### src/hdl/rxdq_defines.svh
`ifndef RXDQ_DEFINES_SVH
`define RXDQ_DEFINES_SVH

// Register byte addresses.
`define RXDQ_ADDR_GLB_CTRL   12'h700
`define RXDQ_ADDR_STATUS     12'h704
`define RXDQ_ADDR_IRQ_EN     12'h708
`define RXDQ_ADDR_STATE      12'h70C
`define RXDQ_ADDR_BASE_LO    12'h730
`define RXDQ_ADDR_BASE_HI    12'h734
`define RXDQ_ADDR_END_IDX    12'h738
`define RXDQ_ADDR_RD_PTR     12'h73C
`define RXDQ_ADDR_WR_PTR     12'h740
`define RXDQ_ADDR_FFT        12'h744
`define RXDQ_ADDR_QCTRL      12'h780

// Field positions.
`define RXDQ_GLB_RX_EN       0
`define RXDQ_CTL_BURST_EN    4
`define RXDQ_CTL_FLUSH       5
`define RXDQ_CTL_THR_LSB     8
`define RXDQ_CTL_MASK        16'h073D
`define RXDQ_STAT_WRITE      0
`define RXDQ_STAT_ERROR      1
`define RXDQ_DESC_EOF        30
`define RXDQ_DESC_CNT_LSB    24

// Reset values.
`define RXDQ_RST_HALF        16'h0000
`define RXDQ_RST_WORD        32'h0000_0000

// Timing and sizes.
`define RXDQ_TICK_DIV        256
`define RXDQ_FIFO_DEPTH      8
`define RXDQ_HIGH_WATER      6

// AXI responses.
`define RXDQ_RESP_OKAY       2'h0
`define RXDQ_RESP_SLVERR     2'h2

`endif

### src/hdl/rxdq_pkg.sv
`include "rxdq_defines.svh"

package rxdq_pkg;

   typedef enum logic [1:0] {
      RXDQ_IDLE  = 2'b00,
      RXDQ_BURST = 2'b01
   } rxdq_state_e;

   typedef logic [`RXDQ_FIFO_DEPTH-1:0][31:0] rxdq_fifo_t;

   typedef struct packed {
      rxdq_state_e  state;
      logic [15:0]  base_lo;
      logic [15:0]  base_hi;
      logic [15:0]  end_idx;
      logic [15:0]  rd_ptr;
      logic [15:0]  wr_ptr;
      logic [15:0]  fft_reload;
      logic [15:0]  qctrl;
      logic         rx_en;
      logic [1:0]   status;
      logic [1:0]   irq_en;
      logic         irq;
      logic [15:0]  timer;
      logic [7:0]   presc;
      logic [7:0]   stat_cnt;
      rxdq_fifo_t   fifo;
      logic [2:0]   head;
      logic [2:0]   tail;
      logic [3:0]   count;
      logic [3:0]   rem;
      logic         mem_valid;
      logic [31:0]  mem_addr;
      logic [31:0]  mem_data;
      logic         mem_last;
      logic         desc_ready;
      logic         aw_got;
      logic         w_got;
      logic [11:0]  aw_addr;
      logic [31:0]  wdata;
      logic [3:0]   wstrb;
      logic         awready;
      logic         wready;
      logic         bvalid;
      logic [1:0]   bresp;
      logic         arready;
      logic         rvalid;
      logic [31:0]  rdata;
      logic [1:0]   rresp;
   } rxdq_regs_s;

endpackage : rxdq_pkg

### src/hdl/rxdq_writer.sv
`timescale 1ns/10ps
`include "rxdq_defines.svh"
// Functional notes
// - Write address is done-queue base plus write pointer times 4, full 32 bits.
// - No done-queue write until the global receive DMA enable is set.
// - Each descriptor written advances the write pointer by one dword.
// - Pointer passing the end index reloads zero, back to base.
// - End register is a dword index; absolute end is base plus index times 4.
// - Queue base is held as a low word and a high word register.
// - Full queue raises write error; no write and no pointer advance.
// - Write flag set after 1, 2, 4 ... 128 writes per 3-bit code.
// - Each status flag can drive the interrupt when its enable is set.
// - Per-channel threshold posts after 1..7 buffers, or at packet end.
// - Packet end always posts, even below the buffer threshold.
// - Internal burst FIFO holds up to eight one-dword descriptors.
// - Burst enable 0 writes singly; 1 buffers descriptors in the FIFO.
// - With bursting, wait for six buffered descriptors, then burst write.
// - Burst only as many descriptors as free queue space allows.
// - No space for any buffered descriptor raises error, writes nothing.
// - Successful burst advances pointer by the number of descriptors written and counts its writes toward the write flag.
// - 16-bit flush timer decrements every 256 clocks while bursting.
// - The last write of each queue burst reloads the timer from the host value.
// - While force flush is held, all buffered descriptors are pushed out.
// - Device and host both update write pointer; host alone updates read pointer.
// - Equal read and write pointers mean the queue is empty.
// - Read pointer one ahead of write pointer means the queue is full.

module rxdq_writer #(
   parameter int HIGH_WATER = `RXDQ_HIGH_WATER
) (
   input  wire logic        CLK_SYS,
   input  wire logic        ARST_N,
   input  wire logic [11:0] S_AXI_AWADDR,
   input  wire logic        S_AXI_AWVALID,
   output      logic        S_AXI_AWREADY,
   input  wire logic [31:0] S_AXI_WDATA,
   input  wire logic [3:0]  S_AXI_WSTRB,
   input  wire logic        S_AXI_WVALID,
   output      logic        S_AXI_WREADY,
   output      logic [1:0]  S_AXI_BRESP,
   output      logic        S_AXI_BVALID,
   input  wire logic        S_AXI_BREADY,
   input  wire logic [11:0] S_AXI_ARADDR,
   input  wire logic        S_AXI_ARVALID,
   output      logic        S_AXI_ARREADY,
   output      logic [31:0] S_AXI_RDATA,
   output      logic [1:0]  S_AXI_RRESP,
   output      logic        S_AXI_RVALID,
   input  wire logic        S_AXI_RREADY,
   input  wire logic [31:0] DESC_WORD,
   input  wire logic [2:0]  DESC_THRESH,
   input  wire logic        DESC_VALID,
   output      logic        DESC_READY,
   output      logic        DQ_WR_VALID,
   output      logic [31:0] DQ_WR_ADDR,
   output      logic [31:0] DQ_WR_DATA,
   output      logic        DQ_WR_LAST,
   input  wire logic        DQ_WR_READY,
   output      logic        IRQ
);

   // ***********************************************************
   // Helpers
   // ***********************************************************
   function automatic logic [15:0] merge16(input logic [15:0] old_v,
                                           input logic [31:0] new_v,
                                           input logic [3:0]  strb);
      logic [15:0] m;
      m = {{8{strb[1]}}, {8{strb[0]}}};
      return (old_v & ~m) | (new_v[15:0] & m);
   endfunction : merge16

   function automatic logic [31:0] slot_addr(input logic [15:0] lo,
                                             input logic [15:0] hi,
                                             input logic [15:0] ptr);
      return {hi, lo} + {14'h0000, ptr, 2'b00};
   endfunction : slot_addr

   // ***********************************************************
   // State
   // ***********************************************************
   rxdq_pkg::rxdq_regs_s s_q;
   rxdq_pkg::rxdq_regs_s s_d;

   logic        host_wr;
   logic [11:0] wa;
   logic [11:0] ra;
   logic        hit;
   logic        push;
   logic        post;
   logic        pop;
   logic        drop_all;
   logic        burst_en;
   logic        trigger;
   logic        tick;
   logic [16:0] qsize;
   logic [16:0] free;
   logic [3:0]  n;
   logic [15:0] wr_nxt;
   logic [7:0]  cnt_nx;
   logic [7:0]  target;
   logic [2:0]  head_nx;

   always_comb begin
      s_d      = s_q;
      pop      = 1'b0;
      drop_all = 1'b0;
      free     = 17'h0_0000;
      n        = 4'h0;
      cnt_nx   = 8'h00;
      head_nx  = s_q.head;
      hit      = 1'b1;
      burst_en = s_q.qctrl[`RXDQ_CTL_BURST_EN];

      // ********************************************************
      // AXI4-Lite write channel
      // ********************************************************
      if (S_AXI_AWVALID && s_q.awready) begin
         s_d.aw_got  = 1'b1;
         s_d.aw_addr = S_AXI_AWADDR;
      end
      if (S_AXI_WVALID && s_q.wready) begin
         s_d.w_got = 1'b1;
         s_d.wdata = S_AXI_WDATA;
         s_d.wstrb = S_AXI_WSTRB;
      end
      if (s_q.bvalid && S_AXI_BREADY) begin
         s_d.bvalid = 1'b0;
      end
      host_wr = s_q.aw_got && s_q.w_got && !s_q.bvalid;
      wa      = {s_q.aw_addr[11:2], 2'b00};
      if (host_wr) begin
         s_d.aw_got = 1'b0;
         s_d.w_got  = 1'b0;
         s_d.bvalid = 1'b1;
         case (wa)
            `RXDQ_ADDR_GLB_CTRL: begin
               if (s_q.wstrb[0]) begin
                  s_d.rx_en = s_q.wdata[`RXDQ_GLB_RX_EN];
               end
            end
            `RXDQ_ADDR_STATUS: begin
               if (s_q.wstrb[0]) begin
                  s_d.status = s_q.status & ~s_q.wdata[1:0];
               end
            end
            `RXDQ_ADDR_IRQ_EN: begin
               if (s_q.wstrb[0]) begin
                  s_d.irq_en = s_q.wdata[1:0];
               end
            end
            `RXDQ_ADDR_STATE: begin
            end
            `RXDQ_ADDR_BASE_LO: begin
               s_d.base_lo = merge16(s_q.base_lo, s_q.wdata, s_q.wstrb);
            end
            `RXDQ_ADDR_BASE_HI: begin
               s_d.base_hi = merge16(s_q.base_hi, s_q.wdata, s_q.wstrb);
            end
            `RXDQ_ADDR_END_IDX: begin
               s_d.end_idx = merge16(s_q.end_idx, s_q.wdata, s_q.wstrb);
            end
            `RXDQ_ADDR_RD_PTR: begin
               s_d.rd_ptr = merge16(s_q.rd_ptr, s_q.wdata, s_q.wstrb);
            end
            `RXDQ_ADDR_WR_PTR: begin
               s_d.wr_ptr = merge16(s_q.wr_ptr, s_q.wdata, s_q.wstrb);
            end
            `RXDQ_ADDR_FFT: begin
               s_d.fft_reload = merge16(s_q.fft_reload, s_q.wdata,
                                        s_q.wstrb);
            end
            `RXDQ_ADDR_QCTRL: begin
               s_d.qctrl = merge16(s_q.qctrl, s_q.wdata, s_q.wstrb)
                           & `RXDQ_CTL_MASK;
            end
            default: begin
               hit = 1'b0;
            end
         endcase
         s_d.bresp = hit ? `RXDQ_RESP_OKAY : `RXDQ_RESP_SLVERR;
      end
      s_d.awready = !s_d.aw_got && !s_d.bvalid;
      s_d.wready  = !s_d.w_got && !s_d.bvalid;

      // ********************************************************
      // AXI4-Lite read channel
      // ********************************************************
      if (s_q.rvalid && S_AXI_RREADY) begin
         s_d.rvalid = 1'b0;
      end
      ra = {S_AXI_ARADDR[11:2], 2'b00};
      if (S_AXI_ARVALID && s_q.arready) begin
         s_d.rvalid = 1'b1;
         s_d.rresp  = `RXDQ_RESP_OKAY;
         case (ra)
            `RXDQ_ADDR_GLB_CTRL: s_d.rdata = {31'h0000_0000, s_q.rx_en};
            `RXDQ_ADDR_STATUS:   s_d.rdata = {30'h0000_0000, s_q.status};
            `RXDQ_ADDR_IRQ_EN:   s_d.rdata = {30'h0000_0000, s_q.irq_en};
            `RXDQ_ADDR_STATE:    s_d.rdata = {s_q.timer, 12'h000, s_q.count};
            `RXDQ_ADDR_BASE_LO:  s_d.rdata = {16'h0000, s_q.base_lo};
            `RXDQ_ADDR_BASE_HI:  s_d.rdata = {16'h0000, s_q.base_hi};
            `RXDQ_ADDR_END_IDX:  s_d.rdata = {16'h0000, s_q.end_idx};
            `RXDQ_ADDR_RD_PTR:   s_d.rdata = {16'h0000, s_q.rd_ptr};
            `RXDQ_ADDR_WR_PTR:   s_d.rdata = {16'h0000, s_q.wr_ptr};
            `RXDQ_ADDR_FFT:      s_d.rdata = {16'h0000, s_q.fft_reload};
            `RXDQ_ADDR_QCTRL:    s_d.rdata = {16'h0000, s_q.qctrl};
            default: begin
               s_d.rdata = `RXDQ_RST_WORD;
               s_d.rresp = `RXDQ_RESP_SLVERR;
            end
         endcase
      end
      s_d.arready = !s_d.rvalid;

      // ********************************************************
      // Descriptor intake
      // ********************************************************
      // Descriptors below the channel threshold are consumed but not
      // posted; the channel logic only offers one at each buffer fill.
      post = DESC_WORD[`RXDQ_DESC_EOF] ||
             (DESC_THRESH != 3'b000 &&
              DESC_WORD[`RXDQ_DESC_CNT_LSB +: 3] >= DESC_THRESH);
      push = DESC_VALID && s_q.desc_ready && post;
      if (push) begin
         s_d.fifo[s_q.tail] = DESC_WORD;
      end

      // ********************************************************
      // Flush timer
      // ********************************************************
      tick = (s_q.presc == 8'(`RXDQ_TICK_DIV - 1));
      s_d.presc = s_q.presc + 8'h01;
      if (burst_en && tick && s_q.timer != 16'h0000) begin
         s_d.timer = s_q.timer - 16'h0001;
      end

      // ********************************************************
      // Queue space and write engine
      // ********************************************************
      qsize = {1'b0, s_q.end_idx} + 17'h0_0001;
      if (s_q.rd_ptr > s_q.wr_ptr) begin
         free = {1'b0, s_q.rd_ptr} - {1'b0, s_q.wr_ptr} - 17'h0_0001;
      end else begin
         // Equal pointers leave qsize-1 free; one slot stays empty.
         free = qsize - {1'b0, s_q.wr_ptr} + {1'b0, s_q.rd_ptr}
                - 17'h0_0001;
      end
      if (!burst_en) begin
         n = (free != 17'h0_0000) ? 4'h1 : 4'h0;
      end else if (free < {13'h0000, s_q.count}) begin
         n = free[3:0];
      end else begin
         n = s_q.count;
      end
      wr_nxt = (s_q.wr_ptr == s_q.end_idx) ? 16'h0000
                                           : s_q.wr_ptr + 16'h0001;
      if (!burst_en) begin
         trigger = s_q.count != 4'h0;
      end else begin
         trigger = s_q.count >= 4'(HIGH_WATER) ||
                   (s_q.qctrl[`RXDQ_CTL_FLUSH] &&
                    s_q.count != 4'h0) ||
                   (s_q.timer == 16'h0000 && s_q.count != 4'h0);
      end
      target = 8'h01 << s_q.qctrl[`RXDQ_CTL_THR_LSB +: 3];

      case (s_q.state)
         rxdq_pkg::RXDQ_IDLE: begin
            if (trigger && s_q.rx_en) begin
               if (n == 4'h0) begin
                  s_d.status[`RXDQ_STAT_ERROR] = 1'b1;
                  // The refused descriptors are lost, as on the host side.
                  drop_all = burst_en;
                  pop      = !burst_en;
               end else begin
                  s_d.state     = rxdq_pkg::RXDQ_BURST;
                  s_d.rem       = n;
                  s_d.mem_valid = 1'b1;
                  s_d.mem_addr  = slot_addr(s_q.base_lo, s_q.base_hi,
                                            s_q.wr_ptr);
                  s_d.mem_data  = s_q.fifo[s_q.head];
                  s_d.mem_last  = (n == 4'h1);
               end
            end
         end
         rxdq_pkg::RXDQ_BURST: begin
            if (s_q.mem_valid && DQ_WR_READY) begin
               pop        = 1'b1;
               head_nx    = s_q.head + 3'h1;
               s_d.wr_ptr = wr_nxt;
               s_d.rem    = s_q.rem - 4'h1;
               cnt_nx     = s_q.stat_cnt + 8'h01;
               if (cnt_nx >= target) begin
                  s_d.status[`RXDQ_STAT_WRITE] = 1'b1;
                  s_d.stat_cnt = 8'h00;
               end else begin
                  s_d.stat_cnt = cnt_nx;
               end
               if (s_q.rem == 4'h1) begin
                  s_d.state     = rxdq_pkg::RXDQ_IDLE;
                  s_d.mem_valid = 1'b0;
                  s_d.mem_last  = 1'b0;
                  s_d.timer     = s_q.fft_reload;
               end else begin
                  s_d.mem_addr = slot_addr(s_q.base_lo, s_q.base_hi,
                                           wr_nxt);
                  s_d.mem_data = s_q.fifo[head_nx];
                  s_d.mem_last = (s_q.rem == 4'h2);
               end
            end
         end
         default: begin
            s_d.state     = rxdq_pkg::RXDQ_IDLE;
            s_d.mem_valid = 1'b0;
         end
      endcase

      // ********************************************************
      // FIFO bookkeeping
      // ********************************************************
      s_d.tail = s_q.tail + {2'b00, push};
      if (drop_all) begin
         s_d.head  = s_q.tail;
         s_d.count = {3'b000, push};
      end else begin
         s_d.head  = s_q.head + {2'b00, pop};
         s_d.count = s_q.count + {3'b000, push} - {3'b000, pop};
      end
      s_d.desc_ready = s_d.rx_en &&
                       s_d.count < 4'(`RXDQ_FIFO_DEPTH);
      s_d.irq = |(s_d.status & s_d.irq_en);
   end

   always_ff @(posedge CLK_SYS or negedge ARST_N) begin
      if (!ARST_N) begin
         s_q            <= '0;
         s_q.state      <= rxdq_pkg::RXDQ_IDLE;
         s_q.fft_reload <= `RXDQ_RST_HALF;
         s_q.qctrl      <= `RXDQ_RST_HALF;
         s_q.timer      <= `RXDQ_RST_HALF;
         s_q.bresp      <= `RXDQ_RESP_OKAY;
         s_q.rresp      <= `RXDQ_RESP_OKAY;
      end else begin
         s_q <= s_d;
      end
   end

   // ***********************************************************
   // Outputs
   // ***********************************************************
   assign S_AXI_AWREADY = s_q.awready;
   assign S_AXI_WREADY  = s_q.wready;
   assign S_AXI_BVALID  = s_q.bvalid;
   assign S_AXI_BRESP   = s_q.bresp;
   assign S_AXI_ARREADY = s_q.arready;
   assign S_AXI_RVALID  = s_q.rvalid;
   assign S_AXI_RDATA   = s_q.rdata;
   assign S_AXI_RRESP   = s_q.rresp;
   assign DESC_READY    = s_q.desc_ready;
   assign DQ_WR_VALID   = s_q.mem_valid;
   assign DQ_WR_ADDR    = s_q.mem_addr;
   assign DQ_WR_DATA    = s_q.mem_data;
   assign DQ_WR_LAST    = s_q.mem_last;
   assign IRQ           = s_q.irq;

endmodule : rxdq_writer

### config.mk
export PLATFORM = sky130hd
export DESIGN_NAME = rxdq_writer
export DESIGN_NICKNAME = d
export VERILOG_FILES = /design/src/hdl/rxdq_pkg.sv /design/src/hdl/rxdq_writer.sv
export VERILOG_INCLUDE_DIRS = /design/src /design/src/hdl
export SDC_FILE = /design/constraint.sdc
export NUM_CORES = 1
export LEC_CHECK = 0
export BUFFER_PORTS_ARGS = -buffer_cell sky130_fd_sc_hd__buf_2
export CORE_UTILIZATION = 60
export CTS_CLUSTER_SIZE = 10
export DETAILED_ROUTE_END_ITERATION = 6
export PLACE_DENSITY = 0.87
export SYNTH_ARGS = -nofsm -noshare
export SYNTH_HDL_FRONTEND = slang
export SYNTH_SLANG_ARGS = --single-unit
### constraint.sdc
create_clock -name CLK_SYS -period 6.27 [get_ports CLK_SYS]
set_clock_uncertainty 0.2 [all_clocks]
set_input_delay 0.3135 -clock CLK_SYS [delete_from_list [all_inputs] [get_ports CLK_SYS]]
set_output_delay 0.3135 -clock CLK_SYS [all_outputs]
set_load 0.02 [all_outputs]
==> results of run 1 <==
synthesized netlist by cell type, types with 14 or more instances:
| cell type | instances | area (sq um) |
|---|---|---|
| xnor2_1 | 63 | 552 |
| nand4_1 | 15 | 93.8 |
| a221oi_1 | 16 | 140 |
| a21oi_1 | 71 | 355 |
| a22oi_1 | 14 | 105 |
| nand2_1 | 232 | 871 |
| a21o_1 | 22 | 165 |
| a31oi_1 | 40 | 250 |
| buf_1 | 15 | 56.3 |
| nor2_1 | 98 | 368 |
| mux4_2 | 130 | 2930 |
| mux2_2 | 370 | 4170 |
| fa_1 | 19 | 380 |
| dfrtp_1 | 548 | 13700 |
| a211oi_1 | 42 | 315 |
| xor2_1 | 26 | 228 |
| o31ai_1 | 19 | 143 |
| o21a_1 | 14 | 105 |
| a22o_1 | 18 | 158 |
| buf_4 | 102 | 766 |
| nor3_1 | 38 | 190 |
| mux2i_1 | 17 | 170 |
| o21ai_0 | 127 | 636 |
| clkbuf_1 | 124 | 465 |
| and3_1 | 22 | 138 |
| nand3_1 | 48 | 240 |
| nor2b_1 | 45 | 282 |
| ha_1 | 83 | 1040 |
| inv_1 | 114 | 428 |
| mux2_4 | 60 | 901 |
layout make-up:
| class | count | area [sq um] | area share |
|---|---|---|---|
| clock inverter | 6 | 106 | 0.00301 |
| inverter | 114 | 428 | 0.0121 |
| antenna | 4 | 10.0 | 0.000284 |
| timing repair buffer | 303 | 2040 | 0.0577 |
| tap | 688 | 861 | 0.0244 |
| multi-input combinational | 1809 | 16300 | 0.463 |
| sequential | 548 | 13700 | 0.389 |
| clock buffer | 79 | 1800 | 0.0511 |
metal layers:
| metal | routed length [microns] | global-route usage | share of wire |
|---|---|---|---|
| met1 | 32200 | 0.402 | 0.36 |
| met2 | 44700 | 0.569 | 0.49 |
| met3 | 7270 | 0.0685 | 0.081 |
| met4 | 6080 | 0.218 | 0.067 |
| met5 | 0 | 0 | 0 |
cell usage in the layout (no fill, tap or decap), drive strengths merged, types with 69 or more instances in the layout:
| master | netlist | final |
|---|---|---|
| buf | 128 | 234 |
| ha | 83 | 83 |
| mux2 | 434 | 434 |
| dlygate4sd3 | 0 | 69 |
| nor2 | 98 | 98 |
| inv | 114 | 115 |
| clkbuf | 126 | 79 |
| mux4 | 130 | 130 |
| a21oi | 71 | 71 |
| dfrtp | 548 | 548 |
| o21ai | 129 | 129 |
| nand2 | 233 | 233 |
through the flow:
stage	hold slack (ns)	worst slack [ns]
after floorplan	-0.182	1.08
after global placement	0.243	0.719
after detailed placement	0.249	0.612
after CTS	0.0920	0.602
after global routing	0.138	0.158
final	0.102	0.496
power by group through the flow:
stage	logic, W	registers (W)	clock network [W]
after floorplan	0.000721	0.00390	0
after detailed placement	0.00101	0.00405	0
after global routing	0.00119	0.00403	0.00368
after CTS	0.00107	0.00399	0.00354
after global placement	0.000970	0.00403	0
final	0.00109	0.00403	0.00353
final timing paths:
check                                  endpoint            start  depth (start not counted)
worst min register to register  S_AXI_RDATA[14]  S_AXI_RDATA[14]                          2
worst max register to register         s_q[164]         s_q[498]                         22
max in group asynchronous              s_q[169]           ARST_N                          3
min in group CLK_SYS                   s_q[166]       DESC_VALID                          3
worst max-delay path                   s_q[164]         s_q[498]                         22
worst min-delay path              DQ_WR_ADDR[3]           ARST_N                          2
logic make-up (layout without fill, tap and decap cells):
logic type / after synthesis / after routing / share of synthesized area
muxes: 581 / 581 / 0.258
DFF: 548 / 548 / 0.431
AOI/OAI and AO/OA: 458 / 458 / 0.0962
buffers and inverters: 368 / 502 / 0.0590
other: 1 / 6 / 0.000118
adders and majority gates: 102 / 102 / 0.0446
xor gates and xnor gates: 89 / 89 / 0.0245
and+or+nand+nor: 577 / 577 / 0.0867
timing repair:
action / in CTS / in global routing
setup endpoints to repair: 0 / 0
hold buffers: 69 / 0
hold endpoints to repair: 390 / 0
setup buffers: 0 / 0
worst max-delay path: stages, from the launching register on:
cell and delay [ns]:
dfrtp_1 0.50, ha_1 0.42, inv_1 0.09, ha_1 0.20
inv_1 0.07, fa_1 0.41, nor2b_1 0.19, o31a_1 0.26
o21ai_0 0.25, o21a_1 0.24, o21ai_0 0.24, xor2_1 0.13
o31a_1 0.38, nor4_1 0.35, nor2_1 0.17, nand2_1 0.15
o21ai_0 0.13, ha_1 0.34, inv_1 0.04, ha_1 0.19
fa_1 0.38, xor2_1 0.17, and2_1 0.16
==> results.md, run 1 <==
- Tcrit/Tclk final: 0.921
- P_int: 0.00623 W
- Clock Tree Root: clkbuf_16
- CTS tree: done
- Rows: 84
- Final antenna-violating net count: 0
- Netlist area before placement: 31800 sq um
- Power share of the combinational group: 0.126
- Placed Instances: 3393
- DR WL/cell: 25.4 microns
- CP max FO: 9
- First-iteration detailed-routing DRC count: 2479
- Power Dens Cells: 245 nW/um^2
- Count of cell types in the netlist: 85
- Final Cell Area: 35300 sq um
- RSZ-0062 raised after global routing: false
- Share of flip-flops with an asynchronous set or reset: 1.00
- Placed Instance Area: 32700 sq um
- Num CTS Buffers: 66
- Register share of total power: 0.466
- Vias in the first global route: 25300
- GRT Util Overall: 0.341
- Final #Nets: 3048
- Synth-to-layout area growth: 10.9%
- Iteration count of the initial detailed-routing pass: 6
- Max-Cap Viols: 0
- Post-synthesis cell count: 2724
- Pleak: 16.5 nW
- Via Count: 24100
- Initial Utilization: 0.607
- Clk pwr share: 0.408
- Layout cell share with drive strength beyond 1: 0.319
- Largest net degree at the start of global routing: 130
- R2r setup slk: 0.50 ns
- CTS resizes: 0
- Sequential area share after synthesis: 0.431
- Setup TNS Final: 0 ns
- Mean area per synthesized cell: 11.7 sq um
- Routed wire length: 90.2 mm
- First-pass GRT wire length: 142 mm
- Final core occ: 0.673
- Core area: 52400 sq um
- Final Hold Viols: 0
- Setup-failing EPs final: 0
- Die area: 54000 sq um
- Status: completed
- Initial antenna violation count: 2
- Ports: 213
- GP Congestion: 0.993
- Critical Path Source Type: register
- Clock Tree Buf Depth: 3
- DR DRC count: 0
- YS warnings: 0
- FILL cells: 3459
- Insertion delay to the later sink of the worst-skew pair: 0.60 ns
- Crit end category: register
- Clk slew on worst S/H paths: 0.05 ns
- Fin. max-slew vios: 0
- Hold Crit Class: in -> async
- Tot Pwr: 0.00864 W
- Vias/cell: 6.77
- Slew at the pin closest to its max-slew limit: 1.28 ns
- Synthesized flop and latch total: 548
- Achievable Freq: 0.173 GHz
- Num Clock Sinks: 548
- Setup Crit Path Kind: reg -> reg
- Max_slew headroom: 0.145
- Height of the die: 232 microns
- Maximum vdd ir drop: 418 uV
- Number of I/O port buffers: 188
- Chip Width: 232 microns
- GR Overflow Total: 0
- Net Sw Power: 0.00241 W
- Req. time, crit path: 6.55 ns
- Post-DP HPWL: 58.3 mm
- Tmin final: 5.77 ns
- Primary FF master, synth: dfrtp_1
- Post-synth EDFFs: 0
- Switching share of power: 0.279
- CP arrival: 6.05 ns
- Final cell count without fillers: 3551
- H-tree depth: 3
(Power assumes the default switching activity.)
==> run 2, diff against run 1 <==
--- a/config.mk
+++ b/config.mk
@@ -10,7 +10,8 @@
 export CORE_UTILIZATION = 60
 export CTS_CLUSTER_SIZE = 10
 export DETAILED_ROUTE_END_ITERATION = 6
-export PLACE_DENSITY = 0.87
+export PLACE_DENSITY = 0.79
+export RECOVER_POWER = 25
 export SYNTH_ARGS = -nofsm -noshare
 export SYNTH_HDL_FRONTEND = slang
 export SYNTH_SLANG_ARGS = --single-unit
==> results.md, run 2 (synthesis gave the netlist of run 1 again) <==
- Status: finished, violations left
- Failing checks: max-capacitance violations, max-slew violations
- Register share of total power: 0.472 (+0.006)
- Final WS setup: 0.322 ns (-0.174 ns)
- Maximum vdd ir drop: 248 uV (-41%)
- Iteration count of the initial detailed-routing pass: 5 (-1)
- Num CTS Buffers: 66 (unchanged)
- Initial Utilization: 0.607 (unchanged)
- Power share of the combinational group: 0.124 (-0.002)
- Routed wire length: 84.8 mm (-6.0%)
- GP Congestion: 0.971 (-2.2%)
- Max-Cap Viols: 1 (+1)
- Setup Crit Path Kind: reg -> reg
- First-iteration detailed-routing DRC count: 1754 (-29%)
- Crit end category: register
- GR Overflow Total: 0 (unchanged)
- DR DRC count: 0 (unchanged)
- Max_slew headroom: -1.04 (-1.19)
- Ports: 213 (unchanged)
- CTS tree: done
- Chip Width: 232 microns (unchanged)
- Insertion delay to the later sink of the worst-skew pair: 0.62 ns (+0.02 ns)
- Switching share of power: 0.282 (+0.00245)
- CP max FO: 8 (-1)
- Initial antenna violation count: 1 (-1)
- Clock Tree Buf Depth: 3 (unchanged)
- Most frequent cells in the layout: 544 x dfrtp_1, 369 x mux2_2, 232 x nand2_1, 130 x mux4_2, 127 x o21ai_0
- Largest net degree at the start of global routing: 167 (+28%)
- FILL cells: 3746 (+8.3%)
- Die area: 54000 sq um (unchanged)
- Final antenna-violating net count: 0 (unchanged)
- Achievable Freq: 0.168 GHz (-2.9%)
- Tot Pwr: 0.00851 W (-1.6%)
- Layout cell share with drive strength beyond 1: 0.280 (-0.0387)
- Num Clock Sinks: 548 (unchanged)
- Clk slew on worst S/H paths: 0.05 ns (about the same)
- Clk pwr share: 0.404 (-0.004)
- GRT Util Overall: 0.320 (-0.0213)
- Final #Nets: 3043 (-0.16%)
- Core area: 52400 sq um (unchanged)
- CP arrival: 6.22 ns (+0.17 ns)
- Slew at the pin closest to its max-slew limit: 3.07 ns (+1.79 ns)
- Leading cell type in the layout, fill and taps excluded: dfrtp_1
- Req. time, crit path: 6.54 ns (about the same)
- Via Count: 23100 (-4.1%)
- Tmin final: 5.95 ns (+0.174 ns)
- R2r setup slk: 0.32 ns (-0.17 ns)
- Fin. max-slew vios: 115 (+115)
- Pleak: 16.0 nW (-3.1%)
- Height of the die: 232 microns (unchanged)
- Power Dens Cells: 243 nW/um^2 (-0.88%)
- H-tree depth: 3 (unchanged)
- Tcrit/Tclk final: 0.949 (+0.0277)
- Setup slack at placement: 0.466 ns (-0.145 ns)
- Number of I/O port buffers: 188 (unchanged)
- Setup-failing EPs final: 0 (unchanged)
- First-pass GRT wire length: 133 mm (-6.3%)
- RSZ-0062 raised after global routing: false
- Vias/cell: 6.51 (-3.9%)
- Rows: 84 (unchanged)
- Synth-to-layout area growth: 10.1%
- Post-DP HPWL: 56.4 mm (-3.2%)
- DR WL/cell: 23.9 microns (-5.8%)
- P_int: 0.00611 W (-1.9%)
- Vias in the first global route: 23800 (-5.7%)
- Clock Tree Root: clkbuf_16
- Setup TNS Final: 0 ns (unchanged)
- Final Hold Viols: 0 (unchanged)
- Net Sw Power: 0.00240 W (-0.70%)
- Hold Crit Class: in -> reg
- Critical Path Source Type: register
[run 2: cell type report]
| cell class | instances | area, sq um | area share |
|---|---|---|---|
| flip-flops and latches | 548 | 13700 | 0.392 |
| inverters | 114 | 428 | 0.0122 |
| repair buffers | 298 | 1860 | 0.0530 |
| clock buffers | 75 | 1720 | 0.0489 |
| diodes | 2 | 5.00 | 0.000143 |
| well taps | 688 | 861 | 0.0246 |
| clock inverters | 10 | 131 | 0.00375 |
| multi-input cells | 1809 | 16300 | 0.466 |
[run 2: timing repair]
action,CTS,global route
setup buffers,0,2
endpoints found under the hold margin,406,0
resized for setup,0,1
endpoints found under the setup margin,0,2
hold buffers,69,0
[run 2: worst max-delay path, stage by stage, from the launching register on]
cell      delay (ns)
dfrtp_1         0.60
inv_1           0.13
ha_1            0.42
a21oi_1         0.29
o21ai_0         0.30
o31ai_2         0.56
mux2_2          0.42
ha_1            0.29
and3_1          0.17
o211ai_1        0.17
a32oi_1         0.15
nor2_1          0.37
nand2_1         0.21
o21ai_0         0.34
ha_1            0.21
inv_1           0.06
ha_1            0.27
a21o_1          0.18
a21oi_1         0.16
xor2_1          0.19
a21boi_0        0.12
[run 2: worst paths after layout]
path	endpoint	depth (start not counted)	start
worst max-delay path	DESC_READY	20	s_q[511]
worst min-delay path	s_q[162]	3	DESC_VALID
worst max register to register	DESC_READY	20	s_q[511]
worst min register to register	s_q[436]	1	s_q[436]
max in group asynchronous	async pin	3	ARST_N
min in group asynchronous	DQ_WR_ADDR[4]	2	ARST_N
[run 2: routing by layer]
layer / wire length, microns / global-route usage
met1: 32600 / 0.391
met3: 5170 / 0.0528
met2: 42500 / 0.539
met4: 4550 / 0.174
met5: 0 / 0
[run 2: per-stage QoR]
step,instance area [sq um],utilization,hold slack [ns],std cells
finish,35000,0.668,0.0839,3544
CTS,35200,0.671,0.0834,3540
global placement,32600,0.622,0.241,3386
floorplan,31800,-,-0.182,2725
global route,35000,0.668,0.103,3543
detailed placement,32600,0.622,0.252,3386
[run 2: power by group through the flow]
stage,clock (W),combinational (W),sequential [W]
2_1_floorplan,0,0.000721,0.00390
3_3_place_gp,0,0.000961,0.00404
3_5_place_dp,0,0.00100,0.00405
4_1_cts,0.00348,0.00105,0.00399
5_1_grt,0.00362,0.00115,0.00402
6_report,0.00344,0.00105,0.00401
